File: config.mk
export PLATFORM = sky130hd
export DESIGN_NAME = fsl_host
export DESIGN_NICKNAME = d
export VERILOG_FILES = /design/src/pkg/fsl_pkg.sv /design/src/verilog/fsl_host.sv
export SDC_FILE = /design/constraint.sdc
export NUM_CORES = 1
export LEC_CHECK = 0
export ABC_AREA = 1
export BUFFER_PORTS_ARGS = -buffer_cell sky130_fd_sc_hd__buf_2
export CORE_ASPECT_RATIO = 0.75
export CORE_MARGIN = 4
export CORE_UTILIZATION = 56
export CTS_CLUSTER_DIAMETER = 60
export CTS_CLUSTER_SIZE = 16
export DETAILED_ROUTE_END_ITERATION = 6
export GPL_ROUTABILITY_DRIVEN = 0
export PLACE_DENSITY = 0.79
export SLEW_MARGIN = 5
export SYNTH_ARGS = -nofsm -noshare
export SYNTH_HDL_FRONTEND = slang
export SYNTH_SLANG_ARGS = --single-unit
File: constraint.sdc
create_clock -name pclk -period 2 [get_ports pclk]
set_input_delay 0.4 -clock pclk [delete_from_list [all_inputs] [get_ports pclk]]
set_output_delay 0.4 -clock pclk [all_outputs]
set_load 0.02 [all_outputs]
File: src/pkg/fsl_pkg.sv
// Overview of operation
// - After fail, host issues identification exit
// - Supply fault flag; host then issues exit
// - No sector erase while erase suspended
// - Chip erase suspend: reads only, protected sectors; host refuses only programs and erases, reads any sector
// - Four-cycle lock with lock_data_bit zero
// - Host exits identification after security reads
package fsl_pkg;
  // ----------------------------------------------------------------
  // Timing
  // ----------------------------------------------------------------
  localparam int unsigned CLK_MHZ = 200;
  localparam int unsigned T_WP_NS = 40;
  localparam int unsigned T_ACC_NS = 70;
  localparam int unsigned T_POR_MS = 10;
  localparam int unsigned WP_CYC = (T_WP_NS * CLK_MHZ + 999) / 1000;
  localparam int unsigned ACC_CYC = (T_ACC_NS * CLK_MHZ + 999) / 1000;
  localparam int unsigned POR_CYC = T_POR_MS * CLK_MHZ * 1000;
  // Bus cycle phase points, counted from the start of a cycle.
  localparam logic [4:0] WR_WE_ON = 5'h01;
  localparam logic [4:0] WR_WE_OFF = 5'(WP_CYC + 1);
  localparam logic [4:0] WR_END = 5'(WP_CYC + 3);
  localparam logic [4:0] RD_SMP = 5'(ACC_CYC + 3);
  localparam logic [4:0] RD_END = 5'(ACC_CYC + 4);
  // ----------------------------------------------------------------
  // Register map
  // ----------------------------------------------------------------
  localparam logic [7:0] REG_CMD = 8'h00;
  localparam logic [7:0] REG_ADDR = 8'h04;
  localparam logic [7:0] REG_WDATA = 8'h08;
  localparam logic [7:0] REG_STAT = 8'h0C;
  localparam logic [7:0] REG_RDATA = 8'h10;
  localparam logic [7:0] REG_CTRL = 8'h14;
  // ----------------------------------------------------------------
  // Host commands
  // ----------------------------------------------------------------
  localparam logic [3:0] CMD_READ = 4'h0;
  localparam logic [3:0] CMD_PROG = 4'h1;
  localparam logic [3:0] CMD_SERASE = 4'h2;
  localparam logic [3:0] CMD_CERASE = 4'h3;
  localparam logic [3:0] CMD_LOCKDN = 4'h4;
  localparam logic [3:0] CMD_SUSP = 4'h5;
  localparam logic [3:0] CMD_RESUME = 4'h6;
  localparam logic [3:0] CMD_IDRD = 4'h7;
  localparam logic [3:0] CMD_CFG = 4'h8;
  localparam logic [3:0] CMD_SECPROG = 4'h9;
  localparam logic [3:0] CMD_SECLOCK = 4'hA;
  localparam logic [3:0] CMD_EXIT = 4'hB;
  // ----------------------------------------------------------------
  // Flash bus codes
  // ----------------------------------------------------------------
  localparam logic [20:0] ADR_UNL1 = 21'h000555;
  localparam logic [20:0] ADR_UNL2 = 21'h000AAA;
  localparam logic [20:0] ADR_SECLK = 21'h000080;
  localparam logic [15:0] DAT_UNL1 = 16'h00AA;
  localparam logic [15:0] DAT_UNL2 = 16'h0055;
  localparam logic [15:0] DAT_SECLK = 16'h0000;
  localparam logic [15:0] CD_PROG = 16'h00A0;
  localparam logic [15:0] CD_ERASE = 16'h0080;
  localparam logic [15:0] CD_CHIP = 16'h0010;
  localparam logic [15:0] CD_SECT = 16'h0030;
  localparam logic [15:0] CD_LOCK = 16'h0060;
  localparam logic [15:0] CD_SUSP = 16'h00B0;
  localparam logic [15:0] CD_RESUME = 16'h0030;
  localparam logic [15:0] CD_ID = 16'h0090;
  localparam logic [15:0] CD_EXIT = 16'h00F0;
  localparam logic [15:0] CD_CFG = 16'h00D0;
  localparam logic [15:0] CD_SEC = 16'h00C0;
  // Status bit positions on the data lines.
  localparam int unsigned BIT_TOG = 6;
  localparam int unsigned BIT_FAIL = 5;
  localparam int unsigned BIT_VPP = 3;
  localparam logic [1:0] CFG_00 = 2'h0;
  localparam logic [1:0] CFG_01 = 2'h1;
  typedef enum logic [2:0] {ST_IDLE, ST_WR, ST_RD, ST_POLL, ST_EXIT}
    fsl_state_t;
endpackage : fsl_pkg

File: src/verilog/fsl_host.sv
`timescale 1ns/100ps
module fsl_host import fsl_pkg::*; #(
  parameter int unsigned POR_WAIT = POR_CYC
) (
  input wire logic pclk, // Bus clock.
  input wire logic presetn, // Asynchronous reset, active low.
  input wire logic psel, // APB select.
  input wire logic penable, // APB enable.
  input wire logic pwrite, // APB direction.
  input wire logic [7:0] paddr, // APB byte address.
  input wire logic [31:0] pwdata, // APB write data.
  output logic [31:0] prdata, // APB read data.
  output logic pready, // APB ready.
  output logic pslverr, // APB error on unmapped address.
  output logic [20:0] fl_addr, // Flash address lines.
  output logic [15:0] fl_dq_o, // Flash data out.
  output logic fl_dq_oe, // Flash data drive enable.
  input wire logic [15:0] fl_dq_i, // Flash data in.
  output logic fl_ce_n, // Flash chip enable.
  output logic fl_oe_n, // Flash output enable.
  output logic fl_we_n, // Flash write enable.
  output logic fl_rst_n, // Flash reset pin.
  input wire logic fl_rdy_i // Flash ready/busy, open drain.
);
  // ----------------------------------------------------------------
  // Registers and state
  // ----------------------------------------------------------------
  fsl_state_t state_q;
  logic [2:0] step_q;
  logic [4:0] tcnt_q;
  logic [3:0] cmd_q;
  logic [20:0] addr_q;
  logic [15:0] wdata_q, rdata_q;
  logic [1:0] cfg_q;
  logic fail_q, vpp_q, refused_q, susp_q, susp_chip_q, last_chip_q;
  logic frst_q, have_q, cmp_q, stop_q, tog_q;
  logic [15:0] dq_s1_q, dq_s2_q;
  logic rdy_s1_q, rdy_s2_q;
  logic [31:0] por_q;
  logic por_done, wr, start, wr_end, rd_end, cap, last_step, refuse;
  logic is_wr_cmd, poll_cmd;
  logic [36:0] word;

  assign por_done = (por_q >= POR_WAIT);
  assign wr = psel && penable && pwrite;
  assign start = wr && (paddr == REG_CMD) && (state_q == ST_IDLE);
  assign wr_end = (tcnt_q == WR_END);
  assign rd_end = (tcnt_q == RD_END);
  assign cap = (state_q == ST_RD || state_q == ST_POLL) && tcnt_q == RD_SMP;
  assign is_wr_cmd = !(pwdata[3:0] == CMD_READ || pwdata[3:0] == CMD_IDRD);
  assign poll_cmd = cmd_q == CMD_PROG || cmd_q == CMD_SERASE ||
    cmd_q == CMD_CERASE || cmd_q == CMD_SECPROG ||
    cmd_q == CMD_SECLOCK || cmd_q == CMD_SUSP || cmd_q == CMD_RESUME;

  // Refuse erases during a suspend, programs during a chip erase
  // suspend, any command but a read or an identification read before the power-on wait, codes
  // beyond the table.
  assign refuse = (pwdata[3:0] > CMD_EXIT) || (!por_done && is_wr_cmd) ||
    (susp_q && (pwdata[3:0] == CMD_SERASE ||
    pwdata[3:0] == CMD_CERASE)) ||
    (susp_chip_q && pwdata[3:0] == CMD_PROG);

  // ----------------------------------------------------------------
  // Command sequence tables
  // ----------------------------------------------------------------
  // Last write index of each unlock-prefixed sequence.
  function automatic logic [2:0] last_idx(input logic [3:0] c);
    logic [2:0] n;
    n = 3'h5;
    if (c == CMD_SUSP || c == CMD_RESUME) n = 3'h0;
    else if (c == CMD_IDRD) n = 3'h2;
    else if (c == CMD_PROG || c == CMD_CFG || c == CMD_SECPROG ||
             c == CMD_SECLOCK) n = 3'h3;
    return n;
  endfunction : last_idx

  function automatic logic [36:0] seq_word(input logic [3:0] c,
    input logic [2:0] s, input logic [20:0] a, input logic [15:0] d);
    logic [36:0] w;
    logic [15:0] k;
    w = {ADR_UNL1, DAT_UNL1};
    k = CD_ERASE;
    if (c == CMD_PROG) k = CD_PROG;
    else if (c == CMD_IDRD) k = CD_ID;
    else if (c == CMD_CFG) k = CD_CFG;
    else if (c == CMD_SECPROG || c == CMD_SECLOCK) k = CD_SEC;
    case (s)
      3'h0: begin
        if (c == CMD_SUSP) w = {ADR_UNL1, CD_SUSP};
        else if (c == CMD_RESUME) w = {ADR_UNL1, CD_RESUME};
      end
      3'h1: w = {ADR_UNL2, DAT_UNL2};
      3'h2: w = {ADR_UNL1, k};
      3'h3: begin
        if (c == CMD_SECLOCK) w = {ADR_SECLK, DAT_SECLK};
        else if (c != CMD_SERASE && c != CMD_CERASE && c != CMD_LOCKDN)
          w = {a, d};
      end
      3'h4: w = {ADR_UNL2, DAT_UNL2};
      default: begin
        if (c == CMD_CERASE) w = {ADR_UNL1, CD_CHIP};
        else if (c == CMD_LOCKDN) w = {a, CD_LOCK};
        else w = {a, CD_SECT};
      end
    endcase
    return w;
  endfunction : seq_word

  assign last_step = (step_q == last_idx(cmd_q));
  assign word = (state_q == ST_EXIT) ? {ADR_UNL1, CD_EXIT} :
    (state_q == ST_WR) ? seq_word(cmd_q, step_q, addr_q, wdata_q) :
    {addr_q, wdata_q};

  // ----------------------------------------------------------------
  // Sequencer
  // ----------------------------------------------------------------
  // Polling reads the toggle bit until two reads agree; this works
  // for both status settings, where bit seven differs.
  always_ff @(posedge pclk or negedge presetn) begin
    if (!presetn) begin
      state_q <= ST_IDLE;
      step_q <= 3'h0;
      tcnt_q <= 5'h00;
      cmd_q <= CMD_READ;
    end else begin
      tcnt_q <= (state_q == ST_IDLE) ? 5'h00 : tcnt_q + 5'h01;
      case (state_q)
        ST_IDLE: begin
          step_q <= 3'h0;
          if (start && !refuse) begin
            cmd_q <= pwdata[3:0];
            if (pwdata[3:0] == CMD_READ) state_q <= ST_RD;
            else if (pwdata[3:0] == CMD_EXIT) state_q <= ST_EXIT;
            else state_q <= ST_WR;
          end
        end
        ST_WR: begin
          if (wr_end) begin
            tcnt_q <= 5'h00;
            step_q <= step_q + 3'h1;
            if (last_step) begin
              if (cmd_q == CMD_IDRD) state_q <= ST_RD;
              else if (poll_cmd) state_q <= ST_POLL;
              else state_q <= ST_IDLE;
            end
          end
        end
        ST_RD: begin
          if (rd_end) begin
            tcnt_q <= 5'h00;
            state_q <= (cmd_q == CMD_IDRD) ? ST_EXIT : ST_IDLE;
          end
        end
        ST_POLL: begin
          if (rd_end) begin
            tcnt_q <= 5'h00;
            if (stop_q) begin
              if (cmd_q != CMD_SUSP && (fail_q || vpp_q))
                state_q <= ST_EXIT;
              else if (cmd_q != CMD_SUSP && cfg_q == CFG_01)
                state_q <= ST_EXIT;
              else state_q <= ST_IDLE;
            end
          end
        end
        ST_EXIT: begin
          if (wr_end) state_q <= ST_IDLE;
        end
        default: state_q <= ST_IDLE;
      endcase
    end
  end

  // Toggle comparison and captured data.
  always_ff @(posedge pclk or negedge presetn) begin
    if (!presetn) begin
      rdata_q <= 16'h0000;
      have_q <= 1'b0;
      cmp_q <= 1'b0;
      stop_q <= 1'b0;
      tog_q <= 1'b0;
    end else begin
      if (state_q == ST_IDLE) have_q <= 1'b0;
      if (state_q == ST_IDLE) cmp_q <= 1'b0;
      if (cap) begin
        rdata_q <= dq_s2_q;
        tog_q <= dq_s2_q[BIT_TOG];
        have_q <= 1'b1;
        cmp_q <= have_q;
        stop_q <= have_q && (dq_s2_q[BIT_TOG] == tog_q);
      end else if (state_q != ST_POLL) begin
        stop_q <= 1'b0;
      end
    end
  end

  // Outcome flags; a new command clears them and sets refused if refused, a fail read sets fail and supply.
  always_ff @(posedge pclk or negedge presetn) begin
    if (!presetn) begin
      fail_q <= 1'b0;
      vpp_q <= 1'b0;
      refused_q <= 1'b0;
    end else begin
      if (start) begin
        refused_q <= refuse;
        fail_q <= 1'b0;
        vpp_q <= 1'b0;
      end else if (cap && state_q == ST_POLL && cmd_q != CMD_SUSP &&
                   have_q && (dq_s2_q[BIT_TOG] != tog_q || !cmp_q)) begin
        // Judge the read before this one: it was status if it opened
        // the poll or the toggle still moved after it. A clean finish
        // returns array data, which must not be taken as flags. An
        // operation already over at the first read is judged on data.
        fail_q <= rdata_q[BIT_FAIL];
        vpp_q <= rdata_q[BIT_VPP];
      end
    end
  end

  // Suspend tracking; a flash reset ends any suspended operation.
  always_ff @(posedge pclk or negedge presetn) begin
    if (!presetn) begin
      susp_q <= 1'b0;
      susp_chip_q <= 1'b0;
      last_chip_q <= 1'b0;
    end else if (frst_q) begin
      susp_q <= 1'b0;
      susp_chip_q <= 1'b0;
    end else if (state_q == ST_IDLE && start && !refuse) begin
      if (pwdata[3:0] == CMD_SERASE) last_chip_q <= 1'b0;
      if (pwdata[3:0] == CMD_CERASE) last_chip_q <= 1'b1;
      if (pwdata[3:0] == CMD_RESUME) begin
        susp_q <= 1'b0;
        susp_chip_q <= 1'b0;
      end
    end else if (state_q == ST_POLL && rd_end && stop_q &&
                 cmd_q == CMD_SUSP) begin
      susp_q <= 1'b1;
      susp_chip_q <= last_chip_q;
    end
  end

  // Host shadow of the status setting; no reset but presetn moves it.
  always_ff @(posedge pclk or negedge presetn) begin
    if (!presetn) cfg_q <= CFG_00;
    else if (state_q == ST_WR && wr_end && last_step && cmd_q == CMD_CFG)
      cfg_q <= {1'b0, wdata_q[0]};
  end

  // Software copies of address, write data and the flash reset pin.
  always_ff @(posedge pclk or negedge presetn) begin
    if (!presetn) begin
      addr_q <= 21'h000000;
      wdata_q <= 16'h0000;
      frst_q <= 1'b0;
    end else if (wr && state_q == ST_IDLE) begin
      if (paddr == REG_ADDR) addr_q <= pwdata[20:0];
      if (paddr == REG_WDATA) wdata_q <= pwdata[15:0];
      if (paddr == REG_CTRL) frst_q <= pwdata[0];
    end
  end

  // Power-on wait before any program or erase may start.
  always_ff @(posedge pclk or negedge presetn) begin
    if (!presetn) por_q <= 32'h00000000;
    else if (!por_done) por_q <= por_q + 32'h00000001;
  end

  // Pin inputs arrive asynchronously; two flops before any use.
  always_ff @(posedge pclk or negedge presetn) begin
    if (!presetn) begin
      dq_s1_q <= 16'h0000;
      dq_s2_q <= 16'h0000;
      rdy_s1_q <= 1'b0;
      rdy_s2_q <= 1'b0;
    end else begin
      dq_s1_q <= fl_dq_i;
      dq_s2_q <= dq_s1_q;
      rdy_s1_q <= fl_rdy_i;
      rdy_s2_q <= rdy_s1_q;
    end
  end

  // ----------------------------------------------------------------
  // Flash strobes
  // ----------------------------------------------------------------
  // Write enable never overlaps output enable, so a stray program
  // cannot happen during a read.
  always_ff @(posedge pclk or negedge presetn) begin
    if (!presetn) begin
      fl_ce_n <= 1'b1;
      fl_oe_n <= 1'b1;
      fl_we_n <= 1'b1;
      fl_dq_oe <= 1'b0;
      fl_addr <= 21'h000000;
      fl_dq_o <= 16'h0000;
      fl_rst_n <= 1'b0;
    end else begin
      fl_rst_n <= !frst_q;
      fl_addr <= word[36:16];
      fl_dq_o <= word[15:0];
      if (state_q == ST_WR || state_q == ST_EXIT) begin
        fl_ce_n <= !(tcnt_q < WR_END);
        fl_oe_n <= 1'b1;
        fl_we_n <= !(tcnt_q >= WR_WE_ON && tcnt_q < WR_WE_OFF);
        fl_dq_oe <= (tcnt_q < WR_END);
      end else if (state_q == ST_RD || state_q == ST_POLL) begin
        fl_ce_n <= !(tcnt_q < RD_END);
        fl_oe_n <= !(tcnt_q < RD_END);
        fl_we_n <= 1'b1;
        fl_dq_oe <= 1'b0;
      end else begin
        fl_ce_n <= 1'b1;
        fl_oe_n <= 1'b1;
        fl_we_n <= 1'b1;
        fl_dq_oe <= 1'b0;
      end
    end
  end

  // ----------------------------------------------------------------
  // APB slave
  // ----------------------------------------------------------------
  assign pready = 1'b1;
  assign pslverr = psel && penable && !(paddr == REG_CMD ||
    paddr == REG_ADDR || paddr == REG_WDATA || paddr == REG_STAT ||
    paddr == REG_RDATA || paddr == REG_CTRL);
  always_comb begin
    prdata = 32'h00000000;
    case (paddr)
      REG_CMD: prdata = {28'h0000000, cmd_q};
      REG_ADDR: prdata = {11'h000, addr_q};
      REG_WDATA: prdata = {16'h0000, wdata_q};
      REG_STAT: prdata = {23'h000000, cfg_q, rdy_s2_q, por_done,
        susp_q, refused_q, vpp_q, fail_q, (state_q != ST_IDLE)};
      REG_RDATA: prdata = {16'h0000, rdata_q};
      REG_CTRL: prdata = {31'h00000000, frst_q};
      default: prdata = 32'h00000000;
    endcase
  end
endmodule : fsl_host

==> run summary <==
most frequent cell after synthesis: nand2_1
die width: 149 microns
placed insts: 1235
Flop pwr share: 0.474
largest net degree at the start of global routing: 68
CP Class: flop to output port
layout cells sized above 1: 0.279
Pleak: 5.17 nW
first-pass GRT wire length: 32600 microns
Core Footprint: 0.0145 sq mm
Setup Skew: 9.74 ps
die area: 0.0168 sq mm
worst skew pair latency: 440 ps
vias: 6886
gr ovfl total: 0
area grow syn2layout: 25.5%
root buf cell: clkbuf_16
clock sinks: 187
worst path required time: 1600 ps
Critical-path top delay cell: dfrtp_1
# rows: 38
PwrDens: 828 mW/mm^2
worst path bufs/invs: 3
status: finished, violations left
CP Capture Point: prdata[5]
CP Max Fanout: 3
synth warn: 0
worst IR drop on VDD: 0.000652 V
crit path DAT: 1810 ps
Worst R2R End: fl_addr[13]
min-delay worst type: input port to flop
dpl cell area: 0.00931 sq mm
syn avg cell area: 9.11 sq um
Worst path depth: 9
CP top delay family: simple AND/OR/NAND/NOR gates
vias in the first global route: 6423
R2R Path Start: step_q[0]
CP startpoint: por_q[22]
Post-synth EDFFs: 0
Clock Power Share: 0.401
WL/cell: 16.5 microns
Post-Layout Cell Count: 1281
IO Count: 138
unrepaired setup endpoints after global routing: true
FMAX: 452 MHz
Mapped Area: 0.00830 sq mm
number of DRC markers in iteration 0: 700
CTS buffer count: 17
startpoint types: flop
total power: 8.62 mW
P_int: 6.16 mW
final hold vios: 0
FF-to-FF setup slack: 100 ps
endpoint type of the worst setup path: output port
Detail Route Antenna Nets: 0
Mapped Cells: 911
top cells by area, synth: dfrtp_1 (56%), nand2_1 (8.9%), o21ai_0 (5.1%), inv_1 (4.4%), nor2_1 (3.6%)
area leader, netlist: dfrtp_1
switching power: 2.46 mW
period utilization: 1.11
CTS Buffer Depth: 2
crit-path max cell delay: 420 ps
Post-synth ARST share: 1.00
MaxCap Viol Count: 0
CTS H-tree lvls: 4
top cells by count, synth: nand2_1 (197), dfrtp_1 (184), inv_1 (98), o21ai_0 (84), nor2_1 (79)
main flop type after synthesis: dfrtp_1
final wirelength: 21100 microns
switching share of power: 0.286
die height: 113 microns
gr usage total: 0.248
Final Max Tran Viols: 0
Final nets: 1140
post-detail-place hpwl: 14300 microns
CP cell instances: nor2_4 -> buf_4 -> nand2_1 -> nor2_1 -> nor2_2 -> nand2_2 -> inv_2 -> o21ai_4 -> buf_6
port bufs: 114
combinational cell fraction of total power: 0.125
Final WS setup: -212 ps
Clk pin slew, worst setup/hold paths: 70 ps
Initial Util: 0.572
share of the synthesized area in the top cell type: 0.555
fin area: 0.0104 sq mm
Setup Viol. Count Final: 2
Worst Reg-to-Reg Cells: 10
diode count: 0
failing checks: negative setup slack
DRT Pass-1 Iters: 5
hold slack: 64.4 ps
initial antenna violation count: 0
DRC Markers: 0
Distinct cells, synth: 49
CTS tree: yes
minimum clock period: 2210 ps
Vias/cell: 5.38
Seq/Total Area, Yosys: 0.565
Seq cells post-synth: 187
-- through the flow --
| step | setup TNS, ps | setup WS (ps) | utilization |
|---|---|---|---|
| finish | -275 | -212 | 0.718 |
| CTS | -244 | -244 | 0.697 |
| floorplan | 0 | 8.64 | - |
| detailed placement | -884 | -107 | 0.642 |
| global route | -795 | -270 | 0.718 |
| global placement | -588 | -80.9 | 0.642 |
-- cell type report --
type / instances / area, sq um
clock inverter: 15 / 201
clock buffer: 17 / 425
multi-input combinational: 583 / 3250
tap: 200 / 250
timing repair buffer: 170 / 1180
inverter: 109 / 419
sequential: 187 / 4690
fill: 1019 / 4090
-- kinds of logic after synthesis --
group | synth area share
adders and majority gates | 0.0151
DFF | 0.565
other | 0.000905
and+or+nand+nor | 0.209
buffers and inverters | 0.0775
AOI/OAI and AO/OA | 0.112
xor gates and xnor gates | 0.0211
-- worst min path at each step --
stage          cells after the start         from           to  slack [ps]
4_1_cts                            1  fl_dq_i[11]  dq_s1_q[11]          50
3_3_place_gp                       1      presetn     fl_dq_oe         290
6_report                           1   fl_dq_i[0]   dq_s1_q[0]          60
2_1_floorplan                      0      presetn    addr_q[0]         100
5_1_grt                            1  fl_dq_i[12]  dq_s1_q[12]          40
3_5_place_dp                       1      presetn     fl_dq_oe         290
-- state kept, by name, summed over array words and instances (netlist names), 3 cells and up --
register  cells
rdata_q      16
dq_s1_q      16
por_q        32
addr_q       21
dq_s2_q      16
fl_addr      21
cmd_q         4
wdata_q      16
step_q        3
fl_dq_o      16
tcnt_q        5
state_q       3
-- power groups by stage --
stage | clock network [mW] | logic (mW) | registers [mW]
floorplan | 0 | 0.516 | 4.21
global placement | 0 | 0.951 | 4.14
finish | 3.46 | 1.08 | 4.08
detailed placement | 0 | 0.974 | 4.15
global route | 3.68 | 1.19 | 4.10
CTS | 3.50 | 1.03 | 4.08
-- per-layer routing --
layer,GRT usage,vias to the layer above,wire (microns)
met5,0,-,0
li1,-,3247,-
met2,0.376,335,9720
met3,0.0608,32,1900
met1,0.365,3272,9230
met4,0.0646,0,302
-- worst register-to-register path, stage by stage, from the launching register on --
cell and delay [ps]:
dfrtp_2 440, inv_1 110, ha_1 220, nand2_1 110
nand2_4 80, nor3_4 160, inv_2 60, o21ai_2 180
nor2_4 80, buf_4 160, nor3_1 200
-- cell usage in the layout, fill, tap and decap left out, types with 5 or more instances in the layout --
| cell type | synthesis | routed |
|---|---|---|
| inv_1 | 98 | 92 |
| nand2_4 | 2 | 7 |
| a21oi_1 | 25 | 22 |
| o221ai_2 | 0 | 7 |
| clkbuf_16 | 0 | 17 |
| dfrtp_1 | 184 | 180 |
| nor2_4 | 7 | 16 |
| nor3_1 | 20 | 20 |
| ha_1 | 10 | 9 |
| buf_12 | 0 | 5 |
| nand2_1 | 197 | 184 |
| clkinv_8 | 0 | 6 |
| nor2_1 | 79 | 74 |
| nand3_1 | 31 | 29 |
| buf_2 | 8 | 92 |
| buf_4 | 12 | 55 |
| nand2_2 | 9 | 17 |
| conb_1 | 2 | 12 |
| nand4_1 | 14 | 14 |
| inv_2 | 8 | 12 |
| o21ai_0 | 84 | 82 |
| o21ai_1 | 13 | 14 |
| nor3_2 | 6 | 5 |
| buf_6 | 2 | 16 |
| xor2_1 | 16 | 16 |
| nand3_2 | 3 | 5 |
-- what timing repair did --
action | CTS | global route
cloned | 0 | 0
buffers inserted | 8 | 6
gates resized for setup | 33 | 73
pin swaps | 5 | 22
hold buffers | 1 | 0
hold endpoints to repair | 23 | 0
endpoints found under the setup margin | 16 | 37
Note: power is estimated with default switching activity, not from simulation.
